$ cat src/valve_node_regs.svh
// Constants for the valve output parameter and diagnosis node
`ifndef VALVE_NODE_REGS_SVH
`define VALVE_NODE_REGS_SVH

`define PARAM_RESET        8'h00
`define PARAM_BIT_DIAG     1
`define PARAM_BIT_FREEZE   3
`define PARAM_USED_MASK    8'h0a
`define DIAG0_BIT_ELEC     0
`define DIAG0_BIT_VALVE    1
`define DIAG0_BIT_LINK     7
`define NUM_OUTPUTS        24
`define MAX_OUT_BYTES      4
`define LINK_TIMEOUT_US    20
`define LINK_TIMEOUT_CYC   ((`LINK_TIMEOUT_US * 25 + 0) )

`endif

$ cat src/valve_node_pkg.sv
// Types for the valve output parameter and diagnosis node
`default_nettype none
package valve_node_pkg;
  typedef enum logic [1:0] {ST_CENSUS, ST_SEND_CENSUS, ST_RUN} diag_state_t;
  typedef logic [7:0] param_byte_t;
endpackage
`default_nettype wire

$ cat src/valve_output_param_diag.sv
// Valve driver node: parameter byte, output freeze/clear, coil diagnosis reports
`default_nettype none
`include "valve_node_regs.svh"

module valve_output_param_diag #(
  parameter int NOUT        = `NUM_OUTPUTS,
  parameter int TIMEOUT_CYC = `LINK_TIMEOUT_CYC,
  parameter int CENSUS_CYC  = 16
) (
  input  wire logic                           CLOCK,
  input  wire logic                           RST_N,
  input  wire logic                           PARAM_WE,
  input  wire logic [7:0]                     PARAM_WDATA,
  output logic      [7:0]                     PARAM_SHADOW,
  output logic      [7:0]                     PARAM_ACTIVE,
  input  wire logic                           FRAME_VALID,
  input  wire logic [8*`MAX_OUT_BYTES-1:0]    FRAME_DATA,
  input  wire logic [1:0]                     LEN_SEL,
  input  wire logic [NOUT-1:0]                COIL_PRESENT,
  input  wire logic [NOUT-1:0]                COIL_SHORT,
  input  wire logic                           ELEC_SUPPLY_FAULT,
  input  wire logic                           VALVE_SUPPLY_FAULT,
  output logic      [NOUT-1:0]                COIL_DRIVE,
  output logic                                LINK_FAILED,
  output logic      [8*(`MAX_OUT_BYTES+1)-1:0] DIAG_DATA,
  output logic                                DIAG_EVENT
);
  localparam int DW = 8 * `MAX_OUT_BYTES;
  localparam int CCW = $clog2(CENSUS_CYC + 1);

  valve_node_pkg::param_byte_t shadow_q, active_q;
  valve_node_pkg::diag_state_t state_q, state_d;
  logic [NOUT-1:0]  out_q, out_d;
  logic [NOUT-1:0]  census_q, fault_q, fault_d;
  logic [DW-1:0]    diag_out_q, diag_prev_q;
  logic [7:0]       diag_hdr_q;
  logic             event_q, event_d;
  logic [CCW-1:0]   ccnt_q;
  logic             rst_seen_q;
  wire              link_failed;

  link_watchdog #(.TIMEOUT_CYC(TIMEOUT_CYC)) u_wd (
    .CLOCK       (CLOCK),
    .RST_N       (RST_N),
    .frame_ok    (FRAME_VALID),
    .link_failed (link_failed)
  );

  // Only bits 1 and 3 have meaning; reserved bits are held as written in the shadow but read as zero on PARAM_ACTIVE
  wire freeze_mode = active_q[`PARAM_BIT_FREEZE];
  wire change_mode = active_q[`PARAM_BIT_DIAG];

  // Mask of outputs covered by the configured byte length
  function automatic logic [DW-1:0] len_mask(input logic [1:0] sel);
    logic [DW-1:0] m;
    m = '0;
    for (int i = 0; i < DW; i++) begin
      if (i < 8 * (int'(sel) + 1)) m[i] = 1'b1;
    end
    return m;
  endfunction

  wire [DW-1:0]   lmask  = len_mask(LEN_SEL);
  wire [NOUT-1:0] frame_outs = FRAME_DATA[NOUT-1:0] & lmask[NOUT-1:0];

  // Shadow takes every write; active copies shadow only while reset is held and on the first clock after release
  always_ff @(posedge CLOCK) begin
    if (!RST_N) begin
      rst_seen_q <= 1'b1;
    end else begin
      rst_seen_q <= 1'b0;
    end
  end

  always_ff @(posedge CLOCK) begin
    if (PARAM_WE) shadow_q <= PARAM_WDATA;
  end

  // Shadow survives the device reset; active loads from it only at restart
  always_ff @(posedge CLOCK) begin
    if (rst_seen_q) begin
      active_q <= shadow_q;
    end
  end

  // Output data path
  always_comb begin
    out_d = out_q;
    if (FRAME_VALID) begin
      out_d = frame_outs;
    end else if (link_failed && !freeze_mode) begin
      out_d = '0;
    end
    // Freeze mode keeps out_q while the link is down
  end

  always_ff @(posedge CLOCK) begin
    if (!RST_N) out_q <= '0;
    else        out_q <= out_d;
  end

  // Fault per output: short or missing coil while driven; missing coil while undriven in change mode only
  genvar g;
  generate
    for (g = 0; g < NOUT; g++) begin : g_fault
      always_comb begin
        if (out_q[g]) begin
          fault_d[g] = COIL_SHORT[g] | ~COIL_PRESENT[g];
        end else if (change_mode) begin
          fault_d[g] = ~COIL_PRESENT[g];
        end else begin
          fault_d[g] = 1'b0;
        end
      end
    end
  endgenerate

  wire [DW-1:0] fault_ext = DW'(fault_q) & lmask;
  wire [7:0]    hdr_d     = {link_failed, 5'h00, VALVE_SUPPLY_FAULT, ELEC_SUPPLY_FAULT};
  wire          diag_diff = (fault_ext != diag_prev_q);

  // Diagnosis state machine
  always_comb begin
    state_d = state_q;
    event_d = 1'b0;
    unique case (state_q)
      valve_node_pkg::ST_CENSUS: begin
        if (!change_mode) state_d = valve_node_pkg::ST_RUN;
        else if (ccnt_q == CCW'(CENSUS_CYC - 1)) state_d = valve_node_pkg::ST_SEND_CENSUS;
      end
      valve_node_pkg::ST_SEND_CENSUS: begin
        event_d = 1'b1;
        state_d = valve_node_pkg::ST_RUN;
      end
      valve_node_pkg::ST_RUN: begin
        event_d = change_mode ? diag_diff : 1'b0;
      end
    endcase
  end

  always_ff @(posedge CLOCK) begin
    if (!RST_N) begin
      state_q  <= valve_node_pkg::ST_CENSUS;
      ccnt_q   <= '0;
      census_q <= '0;
      fault_q  <= '0;
      event_q  <= 1'b0;
    end else begin
      state_q <= state_d;
      fault_q <= fault_d;
      event_q <= event_d;
      if (state_q == valve_node_pkg::ST_CENSUS) begin
        ccnt_q   <= ccnt_q + 1'b1;
        census_q <= COIL_PRESENT;
      end
    end
  end

  // Report registers: in change mode census image first, then whole range on each change; otherwise fault image every cycle
  always_ff @(posedge CLOCK) begin
    if (!RST_N) begin
      diag_out_q  <= '0;
      diag_prev_q <= '0;
      diag_hdr_q  <= 8'h00;
    end else begin
      diag_hdr_q <= hdr_d;
      if (state_q == valve_node_pkg::ST_SEND_CENSUS) begin
        diag_out_q  <= DW'(~census_q) & lmask;
        diag_prev_q <= DW'(~census_q) & lmask;
      end else if (!change_mode) begin
        diag_out_q  <= fault_ext;
      end else if (state_q == valve_node_pkg::ST_RUN && diag_diff) begin
        diag_out_q  <= fault_ext;
        diag_prev_q <= fault_ext;
      end
    end
  end

  assign PARAM_SHADOW = shadow_q;
  assign PARAM_ACTIVE = active_q & `PARAM_USED_MASK;
  assign COIL_DRIVE   = out_q;
  assign LINK_FAILED  = link_failed;
  assign DIAG_DATA    = {diag_out_q, diag_hdr_q};
  assign DIAG_EVENT   = event_q;

  a_clear_on_fail: assert property (@(posedge CLOCK) disable iff (!RST_N)
    (link_failed && !freeze_mode && !FRAME_VALID) |=> (COIL_DRIVE == '0))
    else $error("outputs not cleared on link failure");
  a_freeze_on_fail: assert property (@(posedge CLOCK) disable iff (!RST_N)
    (link_failed && freeze_mode && !FRAME_VALID) |=> $stable(COIL_DRIVE))
    else $error("outputs not frozen on link failure");
  a_frame_loads: assert property (@(posedge CLOCK) disable iff (!RST_N)
    FRAME_VALID |=> (COIL_DRIVE == $past(frame_outs)))
    else $error("frame data not applied");
  a_active_stable: assert property (@(posedge CLOCK) disable iff (!RST_N)
    (RST_N && $past(RST_N) && $past(RST_N, 2)) |-> $stable(active_q))
    else $error("active parameter changed in operation");
  a_shadow_write: assert property (@(posedge CLOCK) disable iff (!RST_N)
    PARAM_WE |=> (PARAM_SHADOW == $past(PARAM_WDATA)))
    else $error("shadow not written");
  a_no_event_plain: assert property (@(posedge CLOCK) disable iff (!RST_N)
    !change_mode |-> !event_d) else $error("event raised in driven-only mode");
  a_undriven_short: assert property (@(posedge CLOCK) disable iff (!RST_N)
    (!out_q[0] && COIL_PRESENT[0]) |=> !fault_q[0])
    else $error("short flagged on undriven output");
  a_missing_coil: assert property (@(posedge CLOCK) disable iff (!RST_N)
    (out_q[0] && !COIL_PRESENT[0]) |=> fault_q[0])
    else $error("missing coil on driven output not flagged");
  a_census_report: assert property (@(posedge CLOCK) disable iff (!RST_N)
    (state_q == valve_node_pkg::ST_SEND_CENSUS) |=> DIAG_EVENT)
    else $error("census report not sent");
  a_change_event: assert property (@(posedge CLOCK) disable iff (!RST_N)
    (change_mode && state_q == valve_node_pkg::ST_RUN && diag_diff) |=> DIAG_EVENT ##0 (diag_out_q == $past(fault_ext)))
    else $error("change report missing");
  a_open_undriven: assert property (@(posedge CLOCK) disable iff (!RST_N)
    (change_mode && !out_q[0] && !COIL_PRESENT[0]) |=> fault_q[0])
    else $error("open load not flagged");
  a_hdr_link: assert property (@(posedge CLOCK) disable iff (!RST_N)
    link_failed |=> DIAG_DATA[`DIAG0_BIT_LINK]) else $error("link flag missing");
endmodule // valve_output_param_diag
`default_nettype wire

$ cat src/link_watchdog.sv
// Link failure detector: times out between valid frames
`default_nettype none
module link_watchdog #(
  parameter int TIMEOUT_CYC = 500
) (
  input  wire logic CLOCK,
  input  wire logic RST_N,
  input  wire logic frame_ok,
  output logic      link_failed
);
  localparam int CW = $clog2(TIMEOUT_CYC + 1);
  logic [CW-1:0] cnt_q;
  logic          failed_q;
  wire           expired = (cnt_q == CW'(TIMEOUT_CYC - 1));

  // Failure declared when no valid frame within the timeout; next frame clears it
  always_ff @(posedge CLOCK) begin
    if (!RST_N) begin
      cnt_q    <= '0;
      failed_q <= 1'b0;
    end else if (frame_ok) begin
      cnt_q    <= '0;
      failed_q <= 1'b0;
    end else if (expired) begin
      failed_q <= 1'b1;
    end else begin
      cnt_q    <= cnt_q + 1'b1;
    end
  end
  assign link_failed = failed_q;

  a_fail_after_timeout: assert property (@(posedge CLOCK) disable iff (!RST_N)
    (!frame_ok && expired) |=> link_failed) else $error("link not failed at timeout");
  a_frame_clears_fail: assert property (@(posedge CLOCK) disable iff (!RST_N)
    frame_ok |=> !link_failed) else $error("frame did not clear failure");
endmodule // link_watchdog
`default_nettype wire

$ cat config.mk
export PLATFORM = sky130hd
export DESIGN_NAME = valve_output_param_diag
export DESIGN_NICKNAME = d
export VERILOG_FILES = /design/src/valve_node_pkg.sv /design/src/valve_output_param_diag.sv /design/src/link_watchdog.sv
export VERILOG_INCLUDE_DIRS = /design/src
export SDC_FILE = /design/constraint.sdc
export NUM_CORES = 1
export LEC_CHECK = 0
export ABC_AREA = 1
export BUFFER_PORTS_ARGS = -buffer_cell sky130_fd_sc_hd__buf_2
export CAP_MARGIN = 20
export CORE_MARGIN = 2
export CORE_UTILIZATION = 48
export DETAILED_ROUTE_END_ITERATION = 7
export PLACE_DENSITY = 0.78
export SKIP_CTS_REPAIR_TIMING = 1
export SYNTH_ARGS = -nofsm -noshare
export SYNTH_HDL_FRONTEND = slang
export SYNTH_SLANG_ARGS = --single-unit
export TNS_END_PERCENT = 10
$ cat constraint.sdc
create_clock -name CLOCK -period 2 [get_ports CLOCK]
set_clock_uncertainty 0.1 [all_clocks]
set_input_delay 0.5 -clock CLOCK [delete_from_list [all_inputs] [get_ports CLOCK]]
set_output_delay 0.5 -clock CLOCK [all_outputs]
set_load 0.01 [all_outputs]
# Word level (Yosys, flattened, before mapping)
# Index checks and enable logic that the tools add are counted.
# word_totals
reg_bits	175
out_inout_bits	82
elab_cells	214
# classes
add_sub_neg	3
n_lt_le_gt_ge	32
eq_ne	7
n_mux	93
bitwise	53
n_reduce_logical	11
# ops
cell	count
6-bit by 32-bit < comparator with 1-bit output, first input constant	15
5-bit by 32-bit < comparator with 1-bit output, first input constant	8
32-bit 2-to-1 mux	5
4-bit by 32-bit < comparator with 1-bit output, first input constant	4
1-bit 2-to-1 mux	82
3-bit by 32-bit < comparator with 1-bit output, first input constant	2
24-bit 2-to-1 mux	2
24-bit by 32-bit AND with 32-bit output	1
32-bit AND	1
1-bit by 32-bit < comparator with 1-bit output, first input constant	1
2-bit by 32-bit < comparator with 1-bit output, first input constant	1
32-bit != test	1
24-bit NOT with 32-bit output	1
1-bit NOT	25
24-bit AND	1
1-bit OR	24
9-bit by 1-bit adder with 9-bit output, second input constant	1
9-bit == test, second input constant	1
2-bit nonzero test	4
5-bit by 6-bit < comparator with 1-bit output, first input constant	1
5-bit by 1-bit adder with 5-bit output, second input constant	1
5-bit by 4-bit == test with 1-bit output, second input constant	1
2-bit 2-to-1 mux	2
2-bit case mux with 2 select lines	1
other kinds (11)	13

# Depth between registers and ports, before layout
# logic_depth
word_depth	9
ltp_mapped	17
depth_no_buf	14

# Cells and area by module
# A second synthesis with hierarchy kept.
# hier_totals
hier_cells	932
hier_area_um2	6732.7
# by_module_without_submodules
module	instances	cells_each	area_per_inst_um2	seq_area_each_um2
valve_output_param_diag	1	857	6207.2	2982.9
link_watchdog	1	75	525.5	200.2

# Least setup slack after synthesis
# OpenSTA, ideal clock, no wires.
# synth_timing
path_type	in2reg
from	in LEN_SEL[1]
to	reg diag_prev_q[15]
setup_time_ns	0.113
arrival_time_ns	1.806
required_ns	1.787
slack_ns	-0.019
cell_stages	16
cell_sequence	buf_6 -> inv_2 -> nand2_4 -> buf_4 -> nand3b_1 -> nand2_1 -> nor2_1 -> nand2_1 -> nor2_1 -> nand2_1 -> nand3_2 -> nand2_1 -> buf_6 -> buf_6 -> nor2_1 -> nor2_1
# synth_between
elab_chain_len	8
elab_cells_between_ends	74
cone_classes	add/sub (1); order compare (32); eq/ne (1); mux (35); bitwise (2); reduce/logical (3)
# synth_lines
element	line_no	text
from (decl)	valve_output_param_diag.sv:18	input wire logic [1:0] LEN_SEL,
2-bit by 1-bit adder with 3-bit output (*)	valve_output_param_diag.sv:58	if (i < 8 * (int'(sel) + 1)) m[i] = 1'b1;
1-bit by 32-bit < comparator with 1-bit output (tied with other cells)	valve_output_param_diag.sv:58	
1-bit 2-to-1 mux	valve_output_param_diag.sv:58	
24-bit by 32-bit AND with 32-bit output	valve_output_param_diag.sv:118	wire [DW-1:0] fault_ext = DW'(fault_q) & lmask;
32-bit != test	valve_output_param_diag.sv:120	wire diag_diff = (fault_ext != diag_prev_q);
1-bit logical AND	valve_output_param_diag.sv:172	end else if (state_q == valve_node_pkg::ST_RUN && diag_diff) begin
2-bit nonzero test (no source line)	n/a	
2-bit AND reduction (no source line)	n/a	
to (signal assigned)	valve_output_param_diag.sv:169	diag_prev_q <= DW'(~census_q) & lmask;
to (signal assigned)	valve_output_param_diag.sv:174	diag_prev_q <= fault_ext;
to (decl)	valve_output_param_diag.sv:35	logic [DW-1:0] diag_out_q, diag_prev_q;
# Every way passes the cells marked *; elsewhere a longest branch is shown, timed or not. The select of a mux whose other input is x is not followed.
# A chain may end at the register's enable or synchronous reset.

# Worst setup path after layout
# layout_timing
from	reg diag_prev_q[2]
to	reg diag_prev_q[1]
# layout_between
elab_chain_len	4
# layout_lines
element	line_no
32-bit != test	valve_output_param_diag.sv:120
1-bit logical AND	valve_output_param_diag.sv:172
2-bit nonzero test (no source line)	n/a
2-bit AND reduction (no source line)	n/a
# Every way passes these cells.

==> impl_metrics.json <==
{
  "status": "finished, final reports clean",
  "cp_data_required_time_ns": 2.26,
  "r2r_setup_slack_ns": 0.16,
  "setup_viol": 0,
  "fin_nets": 1169,
  "drtIter0Drc": 493,
  "drive_above_1_share": 0.220,
  "criticalPathCategory": "reg2reg",
  "crit_fanout": 39,
  "synth_top_area_cell": "dfxtp_1",
  "syn_inst": 915,
  "clockPowerShare": 0.332,
  "syn-cell-area_sq_um": 6670,
  "hold_viol_final": 0,
  "swShare": 0.318,
  "synth-seq-area-share": 0.477,
  "clk_latency_ns": 0.43,
  "synth-edff-count": 10,
  "grt_pass1_vias": 5528,
  "gp_congestion": 0.829,
  "dp_hpwl_mm": 11.5,
  "die_area_sq_um": 14900,
  "drc": 0,
  "grt-ovfl-total": 0,
  "switching_power_mw": 3.41,
  "synthArstFlopShare": 0,
  "htreeDepth": 4,
  "drv_cap": 0,
  "reg2regPathDepth": 15,
  "yosys.area_share.simple": 0.261,
  "coreArea_sq_um": 13700,
  "diodes": 0,
  "avgViaCountPerCell": 4.91,
  "irDropWorstVdd_mv": 0.683,
  "wl_per_cell_microns": 12.9,
  "final.setup.tns_ns": 0,
  "critPathCapture": "diag_prev_q[1]",
  "startpoint_type": "register",
  "critPathArrivalTime_ns": 2.10,
  "fp.dieW_microns": 122,
  "synth-compound-area-share": 0.141,
  "dr.pass1.iters": 5,
  "finalCritPeriodShare": 0.922,
  "leakagePower_nw": 3.96,
  "synthXorXnorAreaFrac": 0.00394,
  "internal-power_mw": 7.30,
  "power_density_nw_per_um2": 1290,
  "synthAdderAreaFrac": 0.0113,
  "worstReg2RegEnd": "diag_prev_q[1]",
  "syn_avg_cell_area_sq_um": 7.29,
  "clock_path_buffers": 2,
  "grt_usage": 0.221,
  "synthDistinctLibCells": 32,
  "synth_top_area_frac": 0.432,
  "synth_top_family_by_area": "simple AND/OR/NAND/NOR gates",
  "port_buffers": 158,
  "r2r_start": "diag_prev_q[2]",
  "antenna_found_initial": 0,
  "ys_warn_count": 0,
  "die_h_microns": 122,
  "muxShareOfSynthArea": 0,
  "wl_mm": 16.2,
  "vias": 6185,
  "grt_max_degree": 45,
  "min_period_ns": 1.84,
  "grt_pass1_wl_mm": 25.6,
  "crit_start": "diag_prev_q[2]",
  "sequentialPowerShare": 0.384,
  "whs_ns": 0.145,
  "tritoncts": "built",
  "power_frac_comb": 0.284,
  "hp-class": "in2reg",
  "rows": 43,
  "synth_seq_cells": 154,
  "ys_top_cells_by_area": "dfxtp_1 (43%), nand2_1 (11%), nor2_1 (7.8%)",
  "finalMaxSlewViolations": 0,
  "antenna_left": 0,
  "clockRootBuffer": "clkbuf_16",
  "area_delta_synth_final_pct": 24.7,
  "numCtsBuffers": 17,
  "start_util": 0.486,
  "critPathCaptureType": "register",
  "clock-sinks": 154,
  "max_freq_mhz": 542,
  "io_pins": 178,
  "clk_pin_slew_ns": 0.06,
  "synth_ff_type": "dfxtp_1"
}
-- state kept, by name, indices dropped and copies added (netlist names) --
name / count
diag_hdr_q: 3
diag_prev_q: 25
census_q: 24
rst_seen_q: 1
DIAG_EVENT: 1
PARAM_SHADOW: 8
state_q: 2
COIL_DRIVE: 24
u_wd.link_failed: 1
u_wd.cnt_q: 9
active_q: 2
fault_q: 24
diag_out_q: 25
ccnt_q: 5
-- how the worst min path moves through the flow --
stage / endpoint / slack [ns] / start / cells past startpoint
floorplan: active_q[1] / 0.34 / rst_seen_q / 0
global placement: diag_hdr_q[7] / 0.33 / u_wd.link_failed / 2
detailed placement: active_q[1] / 0.33 / PARAM_SHADOW[1] / 0
CTS: PARAM_SHADOW[1] / 0.13 / PARAM_WDATA[1] / 1
global route: PARAM_SHADOW[1] / 0.13 / PARAM_WDATA[1] / 1
finish: PARAM_SHADOW[0] / 0.14 / PARAM_WDATA[0] / 1
-- Yosys cell counts (10+ instances only) --
master,number
nand2_1,196
dfxtp_1,144
nor2_1,138
a21oi_1,97
inv_1,84
o21ai_0,63
nand3_1,40
clkbuf_1,33
nand2b_1,24
buf_4,20
edfxtp_1,10
-- critical path, cell delays in order, from the launching register on --
cell     delay, ns
dfxtp_2       0.33
inv_1         0.04
nand2_1       0.06
nand2_1       0.06
nor2_1        0.11
nand2_1       0.10
nor2_2        0.12
nand2_1       0.05
nor2_1        0.11
nand2_1       0.11
nand3_2       0.09
nand2_2       0.07
buf_12        0.18
nand2_1       0.08
nand2_1       0.06
nor2_1        0.11
-- placed cells by master, fill, tap and decap left out, drive strengths merged, types with 5 or more instances in the layout --
cell,count
nand2,199
buf,190
dfxtp,144
nor2,139
a21oi,97
inv,86
o21ai,63
nand3,41
clkbuf,25
nand2b,24
conb,11
edfxtp,10
nor3,8
o211ai,8
ha,6
nand3b,5
o22ai,5
-- layer usage --
metal  share of wire  up-vias  track usage
li1                -     3190            -
met1            0.45     2783        0.284
met2            0.48      188        0.365
met3           0.055       24       0.0496
met4           0.017        0       0.0812
met5               0        -            0
-- power groups by stage --
stage	clock network, mW	registers [mW]	logic [mW]
2_1_floorplan	0	4.17	2.15
3_3_place_gp	0	4.14	2.95
3_5_place_dp	0	4.16	3.01
4_1_cts	3.61	4.11	3.04
5_1_grt	3.73	4.19	3.50
6_report	3.56	4.11	3.04
-- through the flow --
step / util / total power, mW / std cells / worst slack, ns / instance area [sq um]
2_1_floorplan: - / 6.32 / 925 / 0.0101 / 6710
3_3_place_gp: 0.557 / 7.09 / 1228 / -0.147 / 7640
3_5_place_dp: 0.557 / 7.17 / 1228 / -0.190 / 7640
4_1_cts: 0.605 / 10.8 / 1259 / 0.147 / 8310
5_1_grt: 0.606 / 11.4 / 1259 / -0.0141 / 8320
6_report: 0.606 / 10.7 / 1259 / 0.156 / 8320
-- area by class of cell --
class                      instances  area, sq um
fill                            1279         5400
sequential                       154         3190
multi-input combinational        618         2830
timing repair buffer             190         1080
clock buffer                      25          537
inverter                          86          323
tap                              180          225
clock inverter                     6          130
-- cells by family (layout without fill, tap and decap cells) --
family | count (synthesis) | count (layout)
AOI/OAI and AO/OA | 180 | 180
xor gates and xnor gates | 3 | 3
adders and majority gates | 6 | 6
buffers and inverters | 153 | 307
DFF | 154 | 154
other | 1 | 11
and+or+nand+nor | 418 | 418
No activity file was read; power rests on OpenSTA's default activity.
